**src/cbg_pkg.sv**
```systemverilog
// Constants, carriers and state type for the caption bridge and cue block
package cbg_pkg;

	// ----------------------------------------------------------------
	// Clock and timing
	// ----------------------------------------------------------------
	localparam int CLK_HZ          = 50_000_000;
	localparam int TIMEOUT_UNIT_MS = 1;
	localparam int MS_CYCLES_DEF   = CLK_HZ / 1000 * TIMEOUT_UNIT_MS;
	localparam int BAUD_9600       = 9600;
	localparam int BAUD_19200      = 19200;
	localparam int BAUD_38400      = 38400;
	localparam int BAUD_115200     = 115200;
	localparam int DIV_9600        = CLK_HZ / BAUD_9600;
	localparam int DIV_19200       = CLK_HZ / BAUD_19200;
	localparam int DIV_38400       = CLK_HZ / BAUD_38400;
	localparam int DIV_115200      = CLK_HZ / BAUD_115200;

	// ----------------------------------------------------------------
	// Register map (word indices)
	// ----------------------------------------------------------------
	localparam int         AXI_ADDR_W = 8;
	localparam logic [5:0] REG_BRIDGE = 6'h00;
	localparam logic [5:0] REG_BAUD   = 6'h01;
	localparam logic [5:0] REG_ROUTE  = 6'h02;
	localparam logic [5:0] REG_SRC    = 6'h03;
	localparam logic [5:0] REG_INS_A  = 6'h04;
	localparam logic [5:0] REG_INS_B  = 6'h05;
	localparam logic [5:0] REG_LINE_A = 6'h06;
	localparam logic [5:0] REG_LINE_B = 6'h07;
	localparam logic [5:0] REG_CUEOUT = 6'h08;
	localparam logic [5:0] REG_STATUS = 6'h09;
	localparam logic [1:0] RESP_OKAY  = 2'h0;
	localparam logic [1:0] RESP_SLVERR = 2'h2;

	// ----------------------------------------------------------------
	// Field positions
	// ----------------------------------------------------------------
	localparam int INS_MODE_LSB = 0;
	localparam int INS_CUE_EN   = 2;
	localparam int INS_CUE_OR   = 3;
	localparam int INS_POL_LSB  = 4;
	localparam int INS_MAP_LSB  = 8;
	localparam int INS_TMO_LSB  = 16;
	localparam int LINE_HD_LSB  = 16;
	localparam int ROUTE_FMT    = 8;
	localparam int CO_MAP_LSB   = 4;
	localparam int CO_CH_LSB    = 12;

	// ----------------------------------------------------------------
	// Encodings
	// ----------------------------------------------------------------
	localparam logic [2:0] BR_NONE    = 3'h0;
	localparam logic [2:0] BR_AB_BOTH = 3'h1;
	localparam logic [2:0] BR_BA_BOTH = 3'h2;
	localparam logic [2:0] BR_AB_F1   = 3'h3;
	localparam logic [2:0] BR_BA_F1   = 3'h4;
	localparam logic [2:0] BR_BA_F2   = 3'h5;
	localparam logic [1:0] INS_NORMAL = 2'h0;
	localparam logic [1:0] INS_PERM_F0 = 2'h1;
	localparam logic [1:0] INS_PERM_F1 = 2'h2;
	localparam logic [1:0] INS_PERM_BOTH = 2'h3;
	localparam logic [1:0] BAUD_SEL_9600   = 2'h0;
	localparam logic [1:0] BAUD_SEL_19200  = 2'h1;
	localparam logic [1:0] BAUD_SEL_38400  = 2'h2;
	localparam logic [1:0] BAUD_SEL_115200 = 2'h3;
	localparam logic [1:0] CH_NONE    = 2'h0;
	localparam logic [1:0] CH_A       = 2'h1;
	localparam logic [1:0] CH_B       = 2'h2;
	localparam logic [1:0] CH_BOTH    = 2'h3;
	localparam int         NPORTS     = 4;
	localparam logic [1:0] PORT_NET_ONE = 2'h2;
	localparam logic [1:0] PORT_NET_TWO = 2'h3;
	localparam logic [7:0] FRAME_HDR  = 8'h01;

	// ----------------------------------------------------------------
	// Carriers
	// ----------------------------------------------------------------
	typedef struct packed {
		logic       valid;
		logic       field;
		logic [7:0] data;
	} cbg_cap_t;

	typedef struct packed {
		logic        fsync;
		logic        field;
		logic        hd;
		logic [10:0] line;
		logic [3:0]  cue_rx;
	} cbg_vid_t;

	typedef struct packed {
		logic       valid;
		logic [7:0] data;
	} cbg_ser_t;

	typedef struct packed {
		logic       valid;
		logic [3:0] bits;
	} cbg_cue_t;

	typedef struct packed {
		logic [2:0]        bridge_sel;
		logic [2:0]        bridge_act;
		logic [3:0]        baud_sel;
		logic [9:0]        route;
		logic [7:0]        src;
		logic [1:0][31:0]  ins;
		logic [1:0][31:0]  cline;
		logic [19:0]       cue_cfg;
		logic [1:0][15:0]  baud_cnt;
		logic [1:0]        baud_tick;
		logic [15:0]       ms_cnt;
		logic              ms_tick;
		logic [1:0][15:0]  idle_ms;
		logic [1:0][3:0]   cue_smp;
		logic [1:0][3:0]   cue_rx;
		cbg_cap_t [1:0]    cap_out;
		cbg_ser_t [3:0]    ser_out;
		cbg_ser_t [3:0]    pend;
		cbg_cue_t [1:0]    cue_tx;
		logic [3:0]        cue_pins;
		logic              aw_hold;
		logic [AXI_ADDR_W-1:0] awaddr;
		logic              w_hold;
		logic [31:0]       wdata;
		logic [3:0]        wstrb;
		logic              awready;
		logic              wready;
		logic              bvalid;
		logic [1:0]        bresp;
		logic              arready;
		logic              rvalid;
		logic [31:0]       rdata;
		logic [1:0]        rresp;
	} cbg_state_t;

	localparam cbg_state_t ST_RESET = '0;

endpackage : cbg_pkg

```
**src/cbg_top.sv**
```systemverilog
// Caption bridge, serial routing and cue bit insertion and extraction
//
// Design decisions made here: the placing of the registers and the AXI4-Lite interface to the registers.
`timescale 1ns/1ns
`default_nettype none

module cbg_top
	import cbg_pkg::*;
#(
	parameter int MS_CYCLES     = MS_CYCLES_DEF,
	parameter int BAUD_9600_DIV = DIV_9600
) (
	input  wire logic                  CLK_IN,          // 50 MHz clock
	input  wire logic                  RESET_N_IN,      // Async reset, low
	input  wire logic [AXI_ADDR_W-1:0] AXI_AWADDR_IN,   // Write address
	input  wire logic                  AXI_AWVALID_IN,  // Write addr valid
	output var  logic                  AXI_AWREADY_OUT, // Write addr ready
	input  wire logic [31:0]           AXI_WDATA_IN,    // Write data
	input  wire logic [3:0]            AXI_WSTRB_IN,    // Byte strobes
	input  wire logic                  AXI_WVALID_IN,   // Write data valid
	output var  logic                  AXI_WREADY_OUT,  // Write data ready
	output var  logic [1:0]            AXI_BRESP_OUT,   // Write response
	output var  logic                  AXI_BVALID_OUT,  // Response valid
	input  wire logic                  AXI_BREADY_IN,   // Response ready
	input  wire logic [AXI_ADDR_W-1:0] AXI_ARADDR_IN,   // Read address
	input  wire logic                  AXI_ARVALID_IN,  // Read addr valid
	output var  logic                  AXI_ARREADY_OUT, // Read addr ready
	output var  logic [31:0]           AXI_RDATA_OUT,   // Read data
	output var  logic [1:0]            AXI_RRESP_OUT,   // Read response
	output var  logic                  AXI_RVALID_OUT,  // Read data valid
	input  wire logic                  AXI_RREADY_IN,   // Read data ready
	input  wire logic                  LICENSE_OK_IN,   // Key valid, high
	input  wire cbg_vid_t [1:0]        VID_IN,          // Timing, 0=A 1=B
	input  wire cbg_cap_t [1:0]        CAP_IN,          // Decoded captions
	output var  cbg_cap_t [1:0]        CAP_OUT,         // Captions to insert
	input  wire cbg_ser_t [3:0]        SER_RX_IN,       // Port receive bytes
	output var  cbg_ser_t [3:0]        SER_TX_OUT,      // Port send bytes
	output var  logic [1:0]            BAUD_TICK_OUT,   // Bit-rate enables
	input  wire logic [3:0]            CUE_PINS_IN,     // Cue input pins
	output var  logic [3:0]            CUE_PINS_OUT,    // Cue output pins
	output var  cbg_cue_t [1:0]        CUE_TX_OUT       // Cue bits to insert
);

	// ----------------------------------------------------------------
	// Helpers
	// ----------------------------------------------------------------
	function automatic logic br_into(logic [2:0] act, logic dst, logic fld);
		case (act)
			BR_AB_BOTH: br_into = dst;
			BR_BA_BOTH: br_into = !dst;
			BR_AB_F1:   br_into = dst && !fld;
			BR_BA_F1:   br_into = !dst && !fld;
			BR_BA_F2:   br_into = !dst && fld;
			default:    br_into = 1'b0;
		endcase
	endfunction : br_into

	function automatic logic br_dest(logic [2:0] act);
		br_dest = (act == BR_AB_BOTH) || (act == BR_AB_F1);
	endfunction : br_dest

	function automatic logic ins_on(logic [1:0] mode, logic timed,
			logic fld);
		case (mode)
			INS_NORMAL:    ins_on = timed;
			INS_PERM_F0:   ins_on = !fld;
			INS_PERM_F1:   ins_on = fld;
			INS_PERM_BOTH: ins_on = 1'b1;
			default:       ins_on = 1'b0;
		endcase
	endfunction : ins_on

	function automatic logic [31:0] merge(logic [31:0] old,
			logic [31:0] nw, logic [3:0] strb);
		merge = old;
		for (int b = 0; b < 4; b++) begin
			if (strb[b]) begin
				merge[8*b +: 8] = nw[8*b +: 8];
			end
		end
	endfunction : merge

	function automatic logic [15:0] baud_div(logic [1:0] sel);
		case (sel)
			BAUD_SEL_19200:  baud_div = 16'(DIV_19200);
			BAUD_SEL_38400:  baud_div = 16'(DIV_38400);
			BAUD_SEL_115200: baud_div = 16'(DIV_115200);
			default:         baud_div = 16'(BAUD_9600_DIV);
		endcase
	endfunction : baud_div

	// ----------------------------------------------------------------
	// State
	// ----------------------------------------------------------------
	cbg_state_t s_q;
	cbg_state_t s_d;

	always_comb begin
		logic            lic;
		logic [1:0]      mode;
		logic            timed;
		logic            act;
		logic            other;
		logic [1:0]      bsel;
		logic            net;
		logic [3:0]      mapped;
		logic [1:0]      pos;
		logic [10:0]     cline;
		logic [1:0]      rsel;
		logic            ch;
		logic [1:0]      idx;
		logic            v;
		logic [31:0]     wv;
		logic [31:0]     rd;
		logic            hit;
		cbg_ser_t        sbyte;
		lic    = LICENSE_OK_IN;
		mode   = INS_NORMAL;
		timed  = 1'b0;
		act    = 1'b0;
		other  = 1'b0;
		bsel   = BAUD_SEL_9600;
		net    = 1'b0;
		mapped = 4'h0;
		pos    = 2'h0;
		cline  = 11'h000;
		rsel   = CH_NONE;
		ch     = 1'b0;
		idx    = 2'h0;
		v      = 1'b0;
		wv     = 32'h0000_0000;
		rd     = 32'h0000_0000;
		hit    = 1'b0;
		sbyte  = '0;
		s_d    = s_q;

		// ------------------------------------------------------------
		// Bridge selection, switched at the destination's field start
		// ------------------------------------------------------------
		other = br_dest((s_q.bridge_sel != BR_NONE) ?
			s_q.bridge_sel : s_q.bridge_act);
		if (VID_IN[other].fsync) begin
			s_d.bridge_act = s_q.bridge_sel;
		end

		// ------------------------------------------------------------
		// Millisecond tick for insert timeouts
		// ------------------------------------------------------------
		s_d.ms_tick = 1'b0;
		if (s_q.ms_cnt >= 16'(MS_CYCLES - 1)) begin
			s_d.ms_cnt  = 16'h0000;
			s_d.ms_tick = 1'b1;
		end else begin
			s_d.ms_cnt = s_q.ms_cnt + 16'h0001;
		end

		for (int c = 0; c < 2; c++) begin
			// --------------------------------------------------------
			// Bit-rate divider, forced fast for network ports
			// --------------------------------------------------------
			net = s_q.src[4*c+2] && s_q.src[4*c+1];
			for (int p = 0; p < NPORTS; p++) begin
				if (s_q.route[2*p +: 2] == 2'(c + 1) &&
						(2'(p) == PORT_NET_ONE || 2'(p) == PORT_NET_TWO)) begin
					net = 1'b1;
				end
			end
			bsel = net ? BAUD_SEL_115200 : s_q.baud_sel[2*c +: 2];
			s_d.baud_tick[c] = 1'b0;
			if (s_q.baud_cnt[c] >= baud_div(bsel) - 16'h0001) begin
				s_d.baud_cnt[c]  = 16'h0000;
				s_d.baud_tick[c] = lic;
			end else begin
				s_d.baud_cnt[c] = s_q.baud_cnt[c] + 16'h0001;
			end

			// --------------------------------------------------------
			// Cue input sampling once per field
			// --------------------------------------------------------
			mapped = 4'h0;
			for (int i = 0; i < 4; i++) begin
				pos = s_q.ins[c][INS_MAP_LSB + 2*i +: 2];
				mapped[pos] = mapped[pos] |
					(CUE_PINS_IN[i] ^ s_q.ins[c][INS_POL_LSB + i]);
			end
			if (VID_IN[c].fsync) begin
				s_d.cue_smp[c] = mapped;
			end

			// --------------------------------------------------------
			// Insert timeout tracking
			// --------------------------------------------------------
			sbyte = SER_RX_IN[s_q.src[4*c +: 2]];
			act = (s_q.src[4*c+2] && sbyte.valid) ||
				(VID_IN[c].fsync && mapped != s_q.cue_smp[c]);
			if (act) begin
				s_d.idle_ms[c] = 16'h0000;
			end else if (s_q.ms_tick && s_q.idle_ms[c] != 16'hFFFF) begin
				s_d.idle_ms[c] = s_q.idle_ms[c] + 16'h0001;
			end
			mode  = s_q.ins[c][INS_MODE_LSB +: 2];
			timed = s_q.idle_ms[c] < s_q.ins[c][INS_TMO_LSB +: 16];

			// --------------------------------------------------------
			// Caption stream toward the channel's inserter
			// --------------------------------------------------------
			s_d.cap_out[c] = '0;
			if (CAP_IN[1-c].valid &&
					br_into(s_q.bridge_act, 1'(c), CAP_IN[1-c].field)) begin
				s_d.cap_out[c] = CAP_IN[1-c];
			end else if (s_q.src[4*c+2] &&
					ins_on(mode, timed, VID_IN[c].field)) begin
				s_d.cap_out[c].valid = sbyte.valid;
				s_d.cap_out[c].field = VID_IN[c].field;
				s_d.cap_out[c].data  = sbyte.data;
			end else if (CAP_IN[c].valid &&
					!br_into(s_q.bridge_act, 1'(c), CAP_IN[c].field)) begin
				s_d.cap_out[c] = CAP_IN[c];
			end
			s_d.cap_out[c].valid = s_d.cap_out[c].valid && lic;

			// --------------------------------------------------------
			// Cue bits on the configured line
			// --------------------------------------------------------
			cline = VID_IN[c].hd ?
				s_q.cline[c][LINE_HD_LSB +: 11] : s_q.cline[c][10:0];
			hit = VID_IN[c].line == cline;
			s_d.cue_tx[c].valid = 1'b0;
			if (hit) begin
				s_d.cue_rx[c] = VID_IN[c].cue_rx;
				s_d.cue_tx[c].valid = lic && s_q.ins[c][INS_CUE_EN];
				if (ins_on(mode, timed, VID_IN[c].field)) begin
					s_d.cue_tx[c].bits = s_q.cue_smp[c] |
						(s_q.ins[c][INS_CUE_OR] ?
						VID_IN[c].cue_rx : 4'h0);
				end else begin
					s_d.cue_tx[c].bits = VID_IN[c].cue_rx;
				end
			end
		end

		// ------------------------------------------------------------
		// Cue output pins
		// ------------------------------------------------------------
		for (int j = 0; j < 4; j++) begin
			idx  = s_q.cue_cfg[CO_MAP_LSB + 2*j +: 2];
			rsel = s_q.cue_cfg[CO_CH_LSB + 2*j +: 2];
			v = ((rsel == CH_A || rsel == CH_BOTH) && s_q.cue_rx[0][idx]) ||
				((rsel == CH_B || rsel == CH_BOTH) &&
				s_q.cue_rx[1][idx]);
			s_d.cue_pins[j] = (v && lic) ^ s_q.cue_cfg[j];
		end

		// ------------------------------------------------------------
		// Decoded captions toward the serial ports
		// ------------------------------------------------------------
		for (int p = 0; p < NPORTS; p++) begin
			rsel = s_q.route[2*p +: 2];
			ch   = rsel == CH_B;
			s_d.ser_out[p] = '0;
			if (lic && (rsel == CH_A || rsel == CH_B)) begin
				if (s_q.route[ROUTE_FMT + ch] && VID_IN[ch].fsync) begin
					s_d.ser_out[p].valid = 1'b1;
					s_d.ser_out[p].data  = FRAME_HDR;
					s_d.pend[p].valid    = CAP_IN[ch].valid;
					s_d.pend[p].data     = CAP_IN[ch].data;
				end else if (s_q.pend[p].valid) begin
					s_d.ser_out[p]       = s_q.pend[p];
					s_d.pend[p].valid    = CAP_IN[ch].valid;
					s_d.pend[p].data     = CAP_IN[ch].data;
				end else begin
					s_d.ser_out[p].valid = CAP_IN[ch].valid;
					s_d.ser_out[p].data  = CAP_IN[ch].data;
				end
			end else begin
				s_d.pend[p] = '0;
			end
		end

		// ------------------------------------------------------------
		// Register bus: write path
		// ------------------------------------------------------------
		if (AXI_AWVALID_IN && s_q.awready) begin
			s_d.aw_hold = 1'b1;
			s_d.awaddr  = AXI_AWADDR_IN;
		end
		if (AXI_WVALID_IN && s_q.wready) begin
			s_d.w_hold = 1'b1;
			s_d.wdata  = AXI_WDATA_IN;
			s_d.wstrb  = AXI_WSTRB_IN;
		end
		if (AXI_BREADY_IN && s_q.bvalid) begin
			s_d.bvalid = 1'b0;
		end
		if (s_d.aw_hold && s_d.w_hold && !s_q.bvalid) begin
			s_d.aw_hold = 1'b0;
			s_d.w_hold  = 1'b0;
			s_d.bvalid  = 1'b1;
			s_d.bresp   = RESP_OKAY;
			case (s_d.awaddr[7:2])
				REG_BRIDGE: begin
					wv = merge({29'h0, s_q.bridge_sel}, s_d.wdata, s_d.wstrb);
					s_d.bridge_sel = wv[2:0];
				end
				REG_BAUD: begin
					wv = merge({28'h0, s_q.baud_sel}, s_d.wdata, s_d.wstrb);
					s_d.baud_sel = wv[3:0];
				end
				REG_ROUTE: begin
					wv = merge({22'h0, s_q.route}, s_d.wdata, s_d.wstrb);
					s_d.route = wv[9:0];
				end
				REG_SRC: begin
					wv = merge({24'h0, s_q.src}, s_d.wdata, s_d.wstrb);
					s_d.src = wv[7:0];
				end
				REG_INS_A: s_d.ins[0] = merge(s_q.ins[0], s_d.wdata, s_d.wstrb);
				REG_INS_B: s_d.ins[1] = merge(s_q.ins[1], s_d.wdata, s_d.wstrb);
				REG_LINE_A: s_d.cline[0] =
					merge(s_q.cline[0], s_d.wdata, s_d.wstrb);
				REG_LINE_B: s_d.cline[1] =
					merge(s_q.cline[1], s_d.wdata, s_d.wstrb);
				REG_CUEOUT: begin
					wv = merge({12'h0, s_q.cue_cfg}, s_d.wdata, s_d.wstrb);
					s_d.cue_cfg = wv[19:0];
				end
				REG_STATUS: s_d.bresp = RESP_OKAY;
				default: s_d.bresp = RESP_SLVERR;
			endcase
		end
		s_d.awready = !s_d.aw_hold && !s_d.bvalid;
		s_d.wready  = !s_d.w_hold && !s_d.bvalid;

		// ------------------------------------------------------------
		// Register bus: read path
		// ------------------------------------------------------------
		if (AXI_RREADY_IN && s_q.rvalid) begin
			s_d.rvalid = 1'b0;
		end
		if (AXI_ARVALID_IN && s_q.arready) begin
			s_d.rvalid = 1'b1;
			s_d.rresp  = RESP_OKAY;
			case (AXI_ARADDR_IN[7:2])
				REG_BRIDGE: rd = {25'h0, s_q.bridge_act, 1'b0, s_q.bridge_sel};
				REG_BAUD:   rd = {28'h0, s_q.baud_sel};
				REG_ROUTE:  rd = {22'h0, s_q.route};
				REG_SRC:    rd = {24'h0, s_q.src};
				REG_INS_A:  rd = s_q.ins[0];
				REG_INS_B:  rd = s_q.ins[1];
				REG_LINE_A: rd = s_q.cline[0];
				REG_LINE_B: rd = s_q.cline[1];
				REG_CUEOUT: rd = {12'h0, s_q.cue_cfg};
				REG_STATUS: rd = {8'h0, s_q.cue_rx[1], s_q.cue_rx[0],
					s_q.cue_smp[0], s_q.cue_pins, 1'b0, s_q.bridge_act,
					4'h0};
				default: begin
					rd = 32'h0000_0000;
					s_d.rresp = RESP_SLVERR;
				end
			endcase
			if (AXI_ARADDR_IN[7:2] == REG_STATUS) begin
				rd[0] = lic;
			end
			s_d.rdata = rd;
		end
		s_d.arready = !s_d.rvalid;
	end

	always_ff @(posedge CLK_IN or negedge RESET_N_IN) begin
		if (!RESET_N_IN) begin
			s_q <= ST_RESET;
		end else begin
			s_q <= s_d;
		end
	end

	// ----------------------------------------------------------------
	// Outputs
	// ----------------------------------------------------------------
	assign AXI_AWREADY_OUT = s_q.awready;
	assign AXI_WREADY_OUT  = s_q.wready;
	assign AXI_BRESP_OUT   = s_q.bresp;
	assign AXI_BVALID_OUT  = s_q.bvalid;
	assign AXI_ARREADY_OUT = s_q.arready;
	assign AXI_RDATA_OUT   = s_q.rdata;
	assign AXI_RRESP_OUT   = s_q.rresp;
	assign AXI_RVALID_OUT  = s_q.rvalid;
	assign CAP_OUT         = s_q.cap_out;
	assign SER_TX_OUT      = s_q.ser_out;
	assign BAUD_TICK_OUT   = s_q.baud_tick;
	assign CUE_PINS_OUT    = s_q.cue_pins;
	assign CUE_TX_OUT      = s_q.cue_tx;

endmodule : cbg_top

`default_nettype wire

```
**config.mk**
```make
export PLATFORM = sky130hd
export DESIGN_NAME = cbg_top
export DESIGN_NICKNAME = d
export VERILOG_FILES = /design/src/cbg_pkg.sv /design/src/cbg_top.sv
export SDC_FILE = /design/constraint.sdc
export NUM_CORES = 1
export LEC_CHECK = 0
export ABC_AREA = 1
export BUFFER_PORTS_ARGS = -buffer_cell sky130_fd_sc_hd__clkbuf_2
export CAP_MARGIN = 40
export CORE_UTILIZATION = 30
export CTS_BUF_LIST = sky130_fd_sc_hd__clkbuf_8
export CTS_CLUSTER_SIZE = 40
export DETAILED_ROUTE_END_ITERATION = 10
export SLEW_MARGIN = 10
export SYNTH_ARGS = -nofsm -noshare
export SYNTH_HDL_FRONTEND = slang
export SYNTH_SLANG_ARGS = --single-unit
```
**constraint.sdc**
```tcl
create_clock -name CLK_IN -period 3.3 [get_ports CLK_IN]
set_clock_uncertainty 0.15 [all_clocks]
set_input_delay 0.33 -clock CLK_IN [delete_from_list [all_inputs] [get_ports CLK_IN]]
set_output_delay 0.33 -clock CLK_IN [all_outputs]
set_load 0.1 [all_outputs]
```
Word level (Yosys, flattened, before mapping)
Cells that the tools add are included.
{"block": "classes", "add_sub_neg": 11, "order_cmp": 36, "n_eq_ne": 67, "muxes": 167, "bitwise": 24, "reduce_logical": 118}
{"operator": "32-bit one-hot mux with 10 select lines", "n": 1}
{"operator": "9-bit 2-to-1 mux", "n": 27}
{"operator": "18-bit 2-to-1 mux", "n": 10}
{"operator": "10-bit 2-to-1 mux", "n": 14}
{"operator": "16-bit 2-to-1 mux", "n": 7}
{"operator": "16-bit by 1-bit adder with 16-bit output (second input constant)", "n": 5}
{"operator": "13-bit one-hot mux with 3 select lines", "n": 2}
{"operator": "3-bit AND reduction", "n": 24}
{"operator": "1-bit logical AND", "n": 55}
{"operator": "6-bit by 3-bit == test with 1-bit output (second input constant)", "n": 8}
{"operator": "1-bit 2-to-1 mux", "n": 48}
{"operator": "2-bit by 3-bit less-than comparator with 1-bit output (second input constant)", "n": 14}
{"operator": "2-bit == test (second input constant)", "n": 20}
{"operator": "37-bit 2-to-1 mux", "n": 1}
{"operator": "9-bit binary-select mux with 2-bit select", "n": 2}
{"operator": "35-bit 2-to-1 mux", "n": 1}
{"operator": "1-bit binary-select mux with 2-bit select", "n": 16}
{"operator": "16-bit greater-or-equal comparator", "n": 2}
{"operator": "16-bit less-than comparator", "n": 2}
{"operator": "16-bit != test (second input constant)", "n": 2}
{"operator": "16-bit by 1-bit subtractor with 16-bit output (second input constant)", "n": 2}
{"operator": "4-bit bitwise mux", "n": 6}
{"operator": "2-bit by 1-bit == test with 1-bit output (second input constant)", "n": 12}
{"operator": "6-bit by 2-bit == test with 1-bit output (second input constant)", "n": 4}
{"operator": "34 further kinds", "n": 138}
{"block": "word_totals", "reg_bits": 468, "input_bits": 156, "output_inout_bits": 113}

Logic depth before layout (Yosys ltp)
Gate-level depths: netlist of the first run.
{"block": "logic_depth", "word_depth": 21, "depth_mapped": 26}

Worst setup path before layout of the first run
OpenSTA, ideal clock, no wires.
{"block": "synth_timing", "path_type": "register to register", "startpoint": "register s_q, in the netlist AXI_WREADY_OUT", "endpoint": "register s_q[458] (netlist name)", "setup_time_ps": 155, "arrival_time_ps": 2878, "required_ps": 2995, "path_slack_ps": 117, "stages_incl_launch_ff": 10, "synth_period_minus_slack_ps": 3183, "path_cell_list": "dfrtp_1 nand2_1 clkinv_1 nor2_1 nor3_1 inv_1 nor2_1 inv_1 nor4_1 o21ai_0"}
{"block": "synth_via", "elab_chain_len": 5}
{"element": "from (decl)", "line": "cbg_top.sv:95", "source": "cbg_state_t s_q;"}
{"element": "from (signal assigned)", "line": "cbg_top.sv:371", "source": "s_q <= ST_RESET;"}
{"element": "from (signal assigned)", "line": "cbg_top.sv:373", "source": "s_q <= s_d;"}
{"element": "1-bit logical AND (*)", "line": "cbg_top.sv:287", "source": "if (AXI_WVALID_IN && s_q.wready) begin"}
{"element": "37-bit 2-to-1 mux (*)", "line": "cbg_top.sv:287"}
{"element": "1-bit logical AND (2 in a row)", "line": "cbg_top.sv:295", "source": "if (s_d.aw_hold && s_d.w_hold && !s_q.bvalid) begin"}
{"element": "3-bit AND reduction (no line)"}
Every way passes the cells marked *; elsewhere a longest branch is shown, timed or not.
A chain may end at the register's enable or synchronous reset.

==> metrics.txt, run 1 <==
# TYPE chip_impl_metric gauge
chip_impl_metric{name="grt_first_pass_wirelength",unit="µm"} 124000
chip_impl_metric{name="maxCapViolCount",unit=""} 0
chip_impl_info{name="endpoint_kind",value="flip-flop"} 1
chip_impl_metric{name="drt_drc_violations_left",unit=""} 0
chip_impl_metric{name="clkTransAtPathRegs",unit="ps"} 60
chip_impl_metric{name="grt_use_total",unit="%"} 19.5
chip_impl_metric{name="data_arrival_time_at_the_worst_slack_endpoint",unit="ps"} 3580
chip_impl_info{name="yosysMostFrequentCell",value="sky130_fd_sc_hd__nand2_1"} 1
chip_impl_metric{name="port_buffers",unit=""} 262
chip_impl_info{name="hold_path.class",value="input pin to asynchronous set/reset pin"} 1
chip_impl_metric{name="place_inst",unit=""} 4270
chip_impl_info{name="clockRootBuffer",value="sky130_fd_sc_hd__clkbuf_8"} 1
chip_impl_metric{name="layout.nets",unit=""} 3627
chip_impl_metric{name="detailed_place.area",unit="mm²"} 0.0270
chip_impl_metric{name="design.die.area",unit="mm²"} 0.0837
chip_impl_metric{name="rows",unit=""} 105
chip_impl_metric{name="worstSkewPairLatency",unit="ps"} 700
chip_impl_metric{name="floorplan_core_area",unit="mm²"} 0.0818
chip_impl_metric{name="fin_util",unit="%"} 36.6
chip_impl_metric{name="viasPerCell",unit=""} 4.86
chip_impl_metric{name="final_max_slew_viol_count",unit=""} 0
chip_impl_metric{name="finalHoldViolCount",unit=""} 0
chip_impl_metric{name="floorplan.initialDensity",unit="%"} 30.3
chip_impl_metric{name="power.density",unit="mW/mm²"} 810
chip_impl_metric{name="numClockSinks",unit=""} 464
chip_impl_metric{name="post_synthesis_register_bit_count",unit=""} 464
chip_impl_metric{name="final_design_area_no_fill",unit="mm²"} 0.0300
chip_impl_metric{name="detail_route.iter0.violations",unit=""} 1923
chip_impl_metric{name="finalWeightedCongestion",unit=""} 0.885
chip_impl_metric{name="layoutNonFillerInstCount",unit=""} 4540
chip_impl_metric{name="syn-mean-instance-area",unit="µm²"} 8.14
chip_impl_info{name="unrepaired_setup_endpoints_after_global_routing",value="yes"} 1
chip_impl_metric{name="clock_tree.htree_level_count",unit=""} 3
chip_impl_metric{name="final.min_clock_period",unit="ps"} 3120
chip_impl_metric{name="cts_max_path_buffers",unit=""} 3
chip_impl_metric{name="antenna_violations_before_repair",unit=""} 3
chip_impl_metric{name="synth_seq_area_share",unit="%"} 46.9
chip_impl_metric{name="vertical_die_dimension",unit="µm"} 289
chip_impl_metric{name="fillers",unit=""} 8471
chip_impl_metric{name="synth_cell_types",unit=""} 56
chip_impl_metric{name="final_antenna_net_count",unit=""} 0
chip_impl_metric{name="dp_hpwl",unit="µm"} 62800
chip_impl_info{name="crit_path_start_kind",value="flip-flop"} 1
chip_impl_metric{name="synth_enable_flop_cells",unit=""} 0
chip_impl_info{name="synth_common_cells",value="611 x sky130_fd_sc_hd__nand2_1, 464 x sky130_fd_sc_hd__dfrtp_1, 405 x sky130_fd_sc_hd__inv_1, 377 x sky130_fd_sc_hd__o21ai_0, 223 x sky130_fd_sc_hd__nor2_1"} 1
chip_impl_metric{name="fraction_of_layout_cells_with_a_size_suffix_above_1",unit="%"} 16.5
chip_impl_metric{name="chipWidth",unit="µm"} 289
chip_impl_metric{name="timing.max_slew.rel_slack",unit="%"} 48.9
chip_impl_metric{name="post_synth_instance_area",unit="mm²"} 0.0248
chip_impl_metric{name="boundary_pin_count",unit=""} 269
chip_impl_metric{name="reg2reg_depth",unit=""} 19
chip_impl_metric{name="grt_start_max_net_pins",unit=""} 85
chip_impl_metric{name="async_reset_ff_share",unit="%"} 100
chip_impl_metric{name="total_leakage_power",unit="µW"} 0.0144
chip_impl_metric{name="overflow",unit=""} 0
chip_impl_metric{name="total_power",unit="µW"} 24300
chip_impl_metric{name="final_cycle_utilization_of_the_critical_path",unit="%"} 94.6
chip_impl_info{name="synth_flop_cell",value="sky130_fd_sc_hd__dfrtp_1"} 1
chip_impl_metric{name="worstPathMaxFanout",unit=""} 6
chip_impl_metric{name="wire_per_inst",unit="µm"} 18.4
chip_impl_metric{name="report.final.setup_viol",unit=""} 0
chip_impl_metric{name="cts_inserted_buffers",unit=""} 88
chip_impl_metric{name="detailroute.via_count",unit=""} 22100
chip_impl_info{name="run_status",value="finished, final reports clean"} 1
chip_impl_metric{name="synth_top_area_share",unit="%"} 46.9
chip_impl_metric{name="drt_first_pass_iters",unit=""} 6
chip_impl_metric{name="yosysWarningCount",unit=""} 0
chip_impl_metric{name="fmax",unit="MHz"} 320
chip_impl_metric{name="postSynthCellCount",unit=""} 3044
chip_impl_metric{name="insertedDiodeCount",unit=""} 0
chip_impl_info{name="netlist_top_cells_area",value="sky130_fd_sc_hd__dfrtp_1 47%, sky130_fd_sc_hd__nand2_1 9.3%, sky130_fd_sc_hd__o21ai_0 7.6%"} 1
chip_impl_metric{name="route.final.wire_length",unit="µm"} 83500
chip_impl_metric{name="worst-slew-pin-transition",unit="ps"} 764
chip_impl_info{name="worstSetupPathType",value="flip-flop to flip-flop"} 1
chip_impl_info{name="netlist.top_cell.by_area",value="sky130_fd_sc_hd__dfrtp_1"} 1
chip_impl_info{name="tritoncts",value="built"} 1
chip_impl_metric{name="first_global_vias",unit=""} 20900
chip_impl_metric{name="ir_worst_vdd",unit="mV"} 0.531
chip_impl_metric{name="area.growth.synth_to_final",unit="%"} 21.1
chip_impl_metric{name="timing.critical_path.required",unit="ps"} 3760
## path summary, 6_finish.rpt
| check | from | end | slack [ps] |
|---|---|---|---|
| worst max-delay path | s_q[455] | s_q[264] | 180 |
| worst min-delay path | RESET_N_IN | CAP_OUT[0] | 30 |
| worst max register to register | s_q[455] | s_q[264] | 180 |
| worst min register to register | AXI_RVALID_OUT | AXI_ARREADY_OUT | 310 |
| max in group asynchronous | RESET_N_IN | s_q[84] | 2000 |
| min in group CLK_IN | AXI_AWADDR_IN[3] | s_q[81] | 30 |
## cells by family after synthesis
logic type | after synthesis | synth area share [%]
compound gates | 736 | 17.0
simple gates | 1102 | 19.3
buf+inv | 607 | 11.0
mux | 4 | 0.162
xor+xnor | 62 | 2.19
other cells | 2 | 0.0303
fa+ha+maj | 67 | 3.38
flops | 464 | 46.9
## area by class of cell
| cell class | count | area, µm² | share of cell area (%) |
|---|---|---|---|
| repair buffers | 453 | 3100 | 10.3 |
| multi-input cells | 1978 | 10600 | 35.3 |
| clock buffers | 108 | 1490 | 4.96 |
| clock inverters | 48 | 302 | 1.01 |
| well taps | 1070 | 1340 | 4.46 |
| inverters | 419 | 1580 | 5.25 |
| flip-flops and latches | 464 | 11600 | 38.7 |
## through the flow
step / setup slack, ps / TNS, ps / hold WS, ps
6_report: 177 / 0 / 27.2
3_3_place_gp: 52.2 / 0 / 191
5_1_grt: -13.9 / -24.0 / 49.7
3_5_place_dp: -25.8 / -57.5 / 189
4_1_cts: 7.11 / 0 / 0.297
2_1_floorplan: 117 / 0 / -116
## worst max-delay path, stage by stage, from the launching register on
cell and delay, ps:
sky130_fd_sc_hd__dfrtp_1 340, sky130_fd_sc_hd__inv_1 70, sky130_fd_sc_hd__ha_2 180, sky130_fd_sc_hd__nor2_2 140
sky130_fd_sc_hd__o21ai_2 80, sky130_fd_sc_hd__nor2_1 140, sky130_fd_sc_hd__inv_1 80, sky130_fd_sc_hd__buf_4 140
sky130_fd_sc_hd__ha_1 260, sky130_fd_sc_hd__a21oi_1 130, sky130_fd_sc_hd__o21ai_1 70, sky130_fd_sc_hd__a21oi_1 150
sky130_fd_sc_hd__nor2_1 60, sky130_fd_sc_hd__o21a_1 180, sky130_fd_sc_hd__o21a_1 190, sky130_fd_sc_hd__o211ai_1 210
sky130_fd_sc_hd__nand2_2 150, sky130_fd_sc_hd__buf_6 140, sky130_fd_sc_hd__a21oi_2 90, sky130_fd_sc_hd__o21a_1 130
## registers in the layout (all words and copies together) (netlist names)
name             cells
SER_TX_OUT          36
CUE_PINS_OUT         4
AXI_RRESP_OUT        1
AXI_ARREADY_OUT      1
AXI_RDATA_OUT       32
AXI_BRESP_OUT        1
CUE_TX_OUT          10
AXI_WREADY_OUT       1
BAUD_TICK_OUT        2
AXI_RVALID_OUT       1
CAP_OUT             20
s_q                353
AXI_AWREADY_OUT      1
AXI_BVALID_OUT       1
## where the power goes
part / internal [µW] / leakage, µW / total [µW] / switching [µW]
sequential: 7050 / 0.00575 / 7820 / 766
clock: 3130 / 0.00103 / 5790 / 2650
combinational: 2890 / 0.00763 / 10700 / 7810
## layout by cell type, fill, tap and decap left out, types with 6 or more instances in the layout
master / n
sky130_fd_sc_hd__nor3_1: 41
sky130_fd_sc_hd__dlygate4sd3_1: 105
sky130_fd_sc_hd__o22ai_1: 94
sky130_fd_sc_hd__nor2_1: 219
sky130_fd_sc_hd__conb_1: 6
sky130_fd_sc_hd__or2_2: 18
sky130_fd_sc_hd__dfrtp_1: 464
sky130_fd_sc_hd__a31oi_1: 6
sky130_fd_sc_hd__o21ai_0: 373
sky130_fd_sc_hd__ha_1: 64
sky130_fd_sc_hd__nor2_4: 20
sky130_fd_sc_hd__a21oi_1: 119
sky130_fd_sc_hd__clkinv_1: 7
sky130_fd_sc_hd__nand2_2: 13
sky130_fd_sc_hd__clkbuf_8: 108
sky130_fd_sc_hd__clkinv_2: 13
sky130_fd_sc_hd__a211oi_1: 33
sky130_fd_sc_hd__nand2_1: 606
sky130_fd_sc_hd__xnor2_1: 17
sky130_fd_sc_hd__nand3_1: 91
sky130_fd_sc_hd__nor3b_1: 6
sky130_fd_sc_hd__inv_2: 11
sky130_fd_sc_hd__o221ai_1: 19
sky130_fd_sc_hd__o21a_1: 22
sky130_fd_sc_hd__buf_12: 6
sky130_fd_sc_hd__nand3b_1: 6
sky130_fd_sc_hd__xor2_1: 45
sky130_fd_sc_hd__inv_1: 427
sky130_fd_sc_hd__nor4_1: 9
sky130_fd_sc_hd__o211ai_1: 8
sky130_fd_sc_hd__and2_1: 33
sky130_fd_sc_hd__a221oi_1: 22
sky130_fd_sc_hd__buf_4: 79
sky130_fd_sc_hd__nand4_1: 13
sky130_fd_sc_hd__clkbuf_2: 261
sky130_fd_sc_hd__o21ai_1: 8
## routing by layer
| metal | GRT usage (%) | wire (µm) |
|---|---|---|
| met1 | 25.7 | 36300 |
| met2 | 31.9 | 38600 |
| met3 | 3.64 | 5980 |
| met4 | 7.05 | 2560 |
| met5 | 0 | 41 |
## repair_timing
item / CTS / global route
buffers inserted: 0 / 8
endpoints found under the hold margin: 455 / 0
resized for setup: 1 / 34
endpoints found under the setup margin: 5 / 53
cloned: 0 / 1
pin swaps: 0 / 11
hold buffers: 105 / 0
Power figures use the tool's default switching activity.
==> run 2, diff against run 1 <==
==> constraint.sdc (replaced) <==
create_clock -name CLK_IN -period 3.3 [get_ports CLK_IN]
set_clock_uncertainty 0.15 [all_clocks]
set_input_delay 0.66 -clock CLK_IN [delete_from_list [all_inputs] [get_ports CLK_IN]]
set_output_delay 0.66 -clock CLK_IN [all_outputs]
set_load 0.1 [all_outputs]
==> metrics.txt, run 2 (same netlist as run 1, synthesis figures left out) <==
# TYPE chip_impl_metric gauge
chip_impl_metric{name="overflow",unit=""} 0
chip_impl_metric{name="cpPeakStageDelay",unit="ps"} 410
chip_impl_metric{name="clock_tree.htree_level_count",unit=""} 3
chip_impl_metric{name="wire_per_inst",unit="µm"} 18.4
chip_impl_metric{name="detailroute.via_count",unit=""} 21500
chip_impl_metric{name="worstPathMaxFanout",unit=""} 11
chip_impl_metric{name="grt_start_max_net_pins",unit=""} 81
chip_impl_metric{name="maxCapViolCount",unit=""} 0
chip_impl_metric{name="numClockSinks",unit=""} 464
chip_impl_metric{name="viasPerCell",unit=""} 4.84
chip_impl_metric{name="report.final.setup_viol",unit=""} 0
chip_impl_metric{name="fraction_of_layout_cells_with_a_size_suffix_above_1",unit="%"} 17.1
chip_impl_metric{name="fin_ws",unit="ps"} 203
chip_impl_info{name="critical_path.cell_chain",value="ha_1 -> o21ai_0 -> nand2_1 -> a21o_1 -> a21oi_1 -> o21ai_0 -> nand2b_1 -> nand2_1 -> a21oi_1 -> nor2_1 -> o21a_1 -> nor2_1 -> buf_4 -> o221ai_1 -> nand3_1 -> o21ai_0"} 1
chip_impl_info{name="layout.cells.most_common",value="sky130_fd_sc_hd__nand2_1"} 1
chip_impl_metric{name="ff_latch_area",unit="mm²"} 0.0116
chip_impl_metric{name="drt_first_pass_iters",unit=""} 6
chip_impl_metric{name="final_max_slew_viol_count",unit=""} 0
chip_impl_metric{name="ff2ff_setup_slack",unit="ps"} 200
chip_impl_metric{name="data_arrival_time_at_the_worst_slack_endpoint",unit="ps"} 3490
chip_impl_info{name="run_status",value="finished, final reports clean"} 1
chip_impl_metric{name="groute.layer.met1.usage",unit="%"} 25.3
chip_impl_metric{name="worstSkewPairLatency",unit="ps"} 710
chip_impl_info{name="tritoncts",value="built"} 1
chip_impl_metric{name="detail_route.iter0.violations",unit=""} 1647
chip_impl_metric{name="total_leakage_power",unit="µW"} 0.0140
chip_impl_info{name="clockRootBuffer",value="sky130_fd_sc_hd__clkbuf_8"} 1
chip_impl_info{name="endpoint_kind",value="flip-flop"} 1
chip_impl_info{name="r2r_end",value="CAP_OUT[2]"} 1
chip_impl_metric{name="dp_hpwl",unit="µm"} 62900
chip_impl_metric{name="floorplan_core_area",unit="mm²"} 0.0818
chip_impl_metric{name="worst-slew-pin-transition",unit="ps"} 722
chip_impl_metric{name="drt_drc_violations_left",unit=""} 0
chip_impl_metric{name="design.die.area",unit="mm²"} 0.0837
chip_impl_info{name="regMostFlops",value="s_q"} 1
chip_impl_metric{name="grt_use_total",unit="%"} 19.4
chip_impl_metric{name="pre_cts_slack",unit="ps"} 32.6
chip_impl_metric{name="antenna_violations_before_repair",unit=""} 3
chip_impl_metric{name="port_buffers",unit=""} 262
chip_impl_metric{name="timing.critical_path.required",unit="ps"} 3700
chip_impl_info{name="worstSetupPathType",value="flip-flop to flip-flop"} 1
chip_impl_metric{name="power.density",unit="mW/mm²"} 828
chip_impl_metric{name="place_inst",unit=""} 4295
chip_impl_metric{name="total_power",unit="µW"} 24000
chip_impl_metric{name="fmax",unit="MHz"} 323
chip_impl_info{name="worst_r2r_startpoint",value="s_q[210]"} 1
chip_impl_metric{name="vertical_die_dimension",unit="µm"} 289
chip_impl_metric{name="floorplan.initialDensity",unit="%"} 30.3
chip_impl_metric{name="area.growth.synth_to_final",unit="%"} 17.2
chip_impl_metric{name="chipWidth",unit="µm"} 289
chip_impl_metric{name="fin_util",unit="%"} 35.5
chip_impl_metric{name="cts_inserted_buffers",unit=""} 87
chip_impl_metric{name="fillers",unit=""} 8575
chip_impl_metric{name="globalRouteMet3Util",unit="%"} 4.10
chip_impl_metric{name="final_antenna_net_count",unit=""} 0
chip_impl_metric{name="grt.met2_usage",unit="%"} 31.7
chip_impl_metric{name="ir_worst_vdd",unit="mV"} 0.443
chip_impl_metric{name="rows",unit=""} 105
chip_impl_metric{name="min_path_cells",unit=""} 3
chip_impl_metric{name="boundary_pin_count",unit=""} 269
chip_impl_info{name="timing.hold.worst.start",value="CAP_IN[0]"} 1
chip_impl_info{name="grt_busiest_layer",value="met2"} 1
chip_impl_metric{name="grt_first_pass_wirelength",unit="µm"} 123000
chip_impl_metric{name="final_cycle_utilization_of_the_critical_path",unit="%"} 93.8
chip_impl_info{name="crit_path_start_kind",value="flip-flop"} 1
chip_impl_info{name="cp_slowest_cell",value="sky130_fd_sc_hd__dfrtp_1"} 1
chip_impl_metric{name="clkTransAtPathRegs",unit="ps"} 60
chip_impl_metric{name="multi_input_comb_area",unit="mm²"} 0.0105
chip_impl_metric{name="critical_path_buf_inv_count",unit=""} 1
chip_impl_metric{name="reg2reg_depth",unit=""} 16
chip_impl_metric{name="finalHoldViolCount",unit=""} 0
chip_impl_metric{name="final.min_clock_period",unit="ps"} 3100
chip_impl_metric{name="insertedDiodeCount",unit=""} 0
chip_impl_info{name="layout.cells.most_common_list",value="609 x sky130_fd_sc_hd__nand2_1, 464 x sky130_fd_sc_hd__dfrtp_1, 427 x sky130_fd_sc_hd__inv_1"} 1
chip_impl_metric{name="largest_register_ffs",unit=""} 353
chip_impl_info{name="timing.critical_path.mode_cell",value="sky130_fd_sc_hd__o21ai_0"} 1
chip_impl_metric{name="route.final.wire_length",unit="µm"} 81800
chip_impl_info{name="cp_top_family",value="compound AO/OA/AOI/OAI gates"} 1
chip_impl_metric{name="cts_max_path_buffers",unit=""} 3
chip_impl_metric{name="finalWeightedCongestion",unit=""} 0.912
chip_impl_metric{name="timing.max_slew.rel_slack",unit="%"} 51.5
chip_impl_metric{name="layout.nets",unit=""} 3540
chip_impl_metric{name="layoutNonFillerInstCount",unit=""} 4447
chip_impl_metric{name="first_global_vias",unit=""} 20500
chip_impl_info{name="worst_hold_path.endpoint",value="CAP_OUT[10]"} 1
chip_impl_info{name="hold_path.class",value="input pin to flip-flop"} 1
## run 2: area by class of cell
cell class / count / share of cell area (%)
flip-flops and latches: 464 / 40.0
clock buffers: 108 / 5.12
inverters: 419 / 5.44
repair buffers: 368 / 7.70
multi-input cells: 1977 / 36.2
clock inverters: 41 / 0.918
well taps: 1070 / 4.61
## run 2: worst reg2reg max path, delay by kind of cell (launching register included)
family,cells,cell delay [ps]
fa+ha+maj,1,300
flops,1,410
simple gates,6,560
buf+inv,1,220
compound gates,8,1300
## run 2: power by group
part	switching [µW]	leakage (µW)	internal [µW]
Combinational	7700	0.00730	2810
Sequential	742	0.00575	7050
Clock	2610	0.000998	3110
## run 2: per-stage QoR
step	hold WS (ps)	area [µm²]	TNS (ps)
after floorplan	214	24800	0
after global routing	51.2	29000	-69.6
final	50.1	29000	0
after CTS	5.43	29000	0
after global placement	305	27200	0
after detailed placement	305	27200	0
## run 2: how the worst max path moves through the flow
stage / start / end / slack (ps) / cells past startpoint
final: s_q[210] / CAP_OUT[2] / 200 / 16
after global routing: s_q[453] / s_q[269] / -20 / 19
after CTS: s_q[455] / s_q[272] / 60 / 19
after detailed placement: CUE_PINS_IN[0] / s_q[209] / 30 / 27
after global placement: CUE_PINS_IN[0] / s_q[210] / 2 / 27
after floorplan: AXI_WREADY_OUT / s_q[458] / 120 / 9
## run 2: routing by layer
layer / vias up / part of all wire (%)
met3: 146 / 8.1
li1: 10500 / -
met1: 10200 / 43
met4: 6 / 2.9
met2: 754 / 46
met5: - / 0.048
## run 2: what timing repair did
item,4_1_cts,5_1_grt
hold buffers,1,0
hold endpoints to repair,64,0
setup endpoints to repair,0,38
gates resized for setup,0,21
setup buffers,0,2
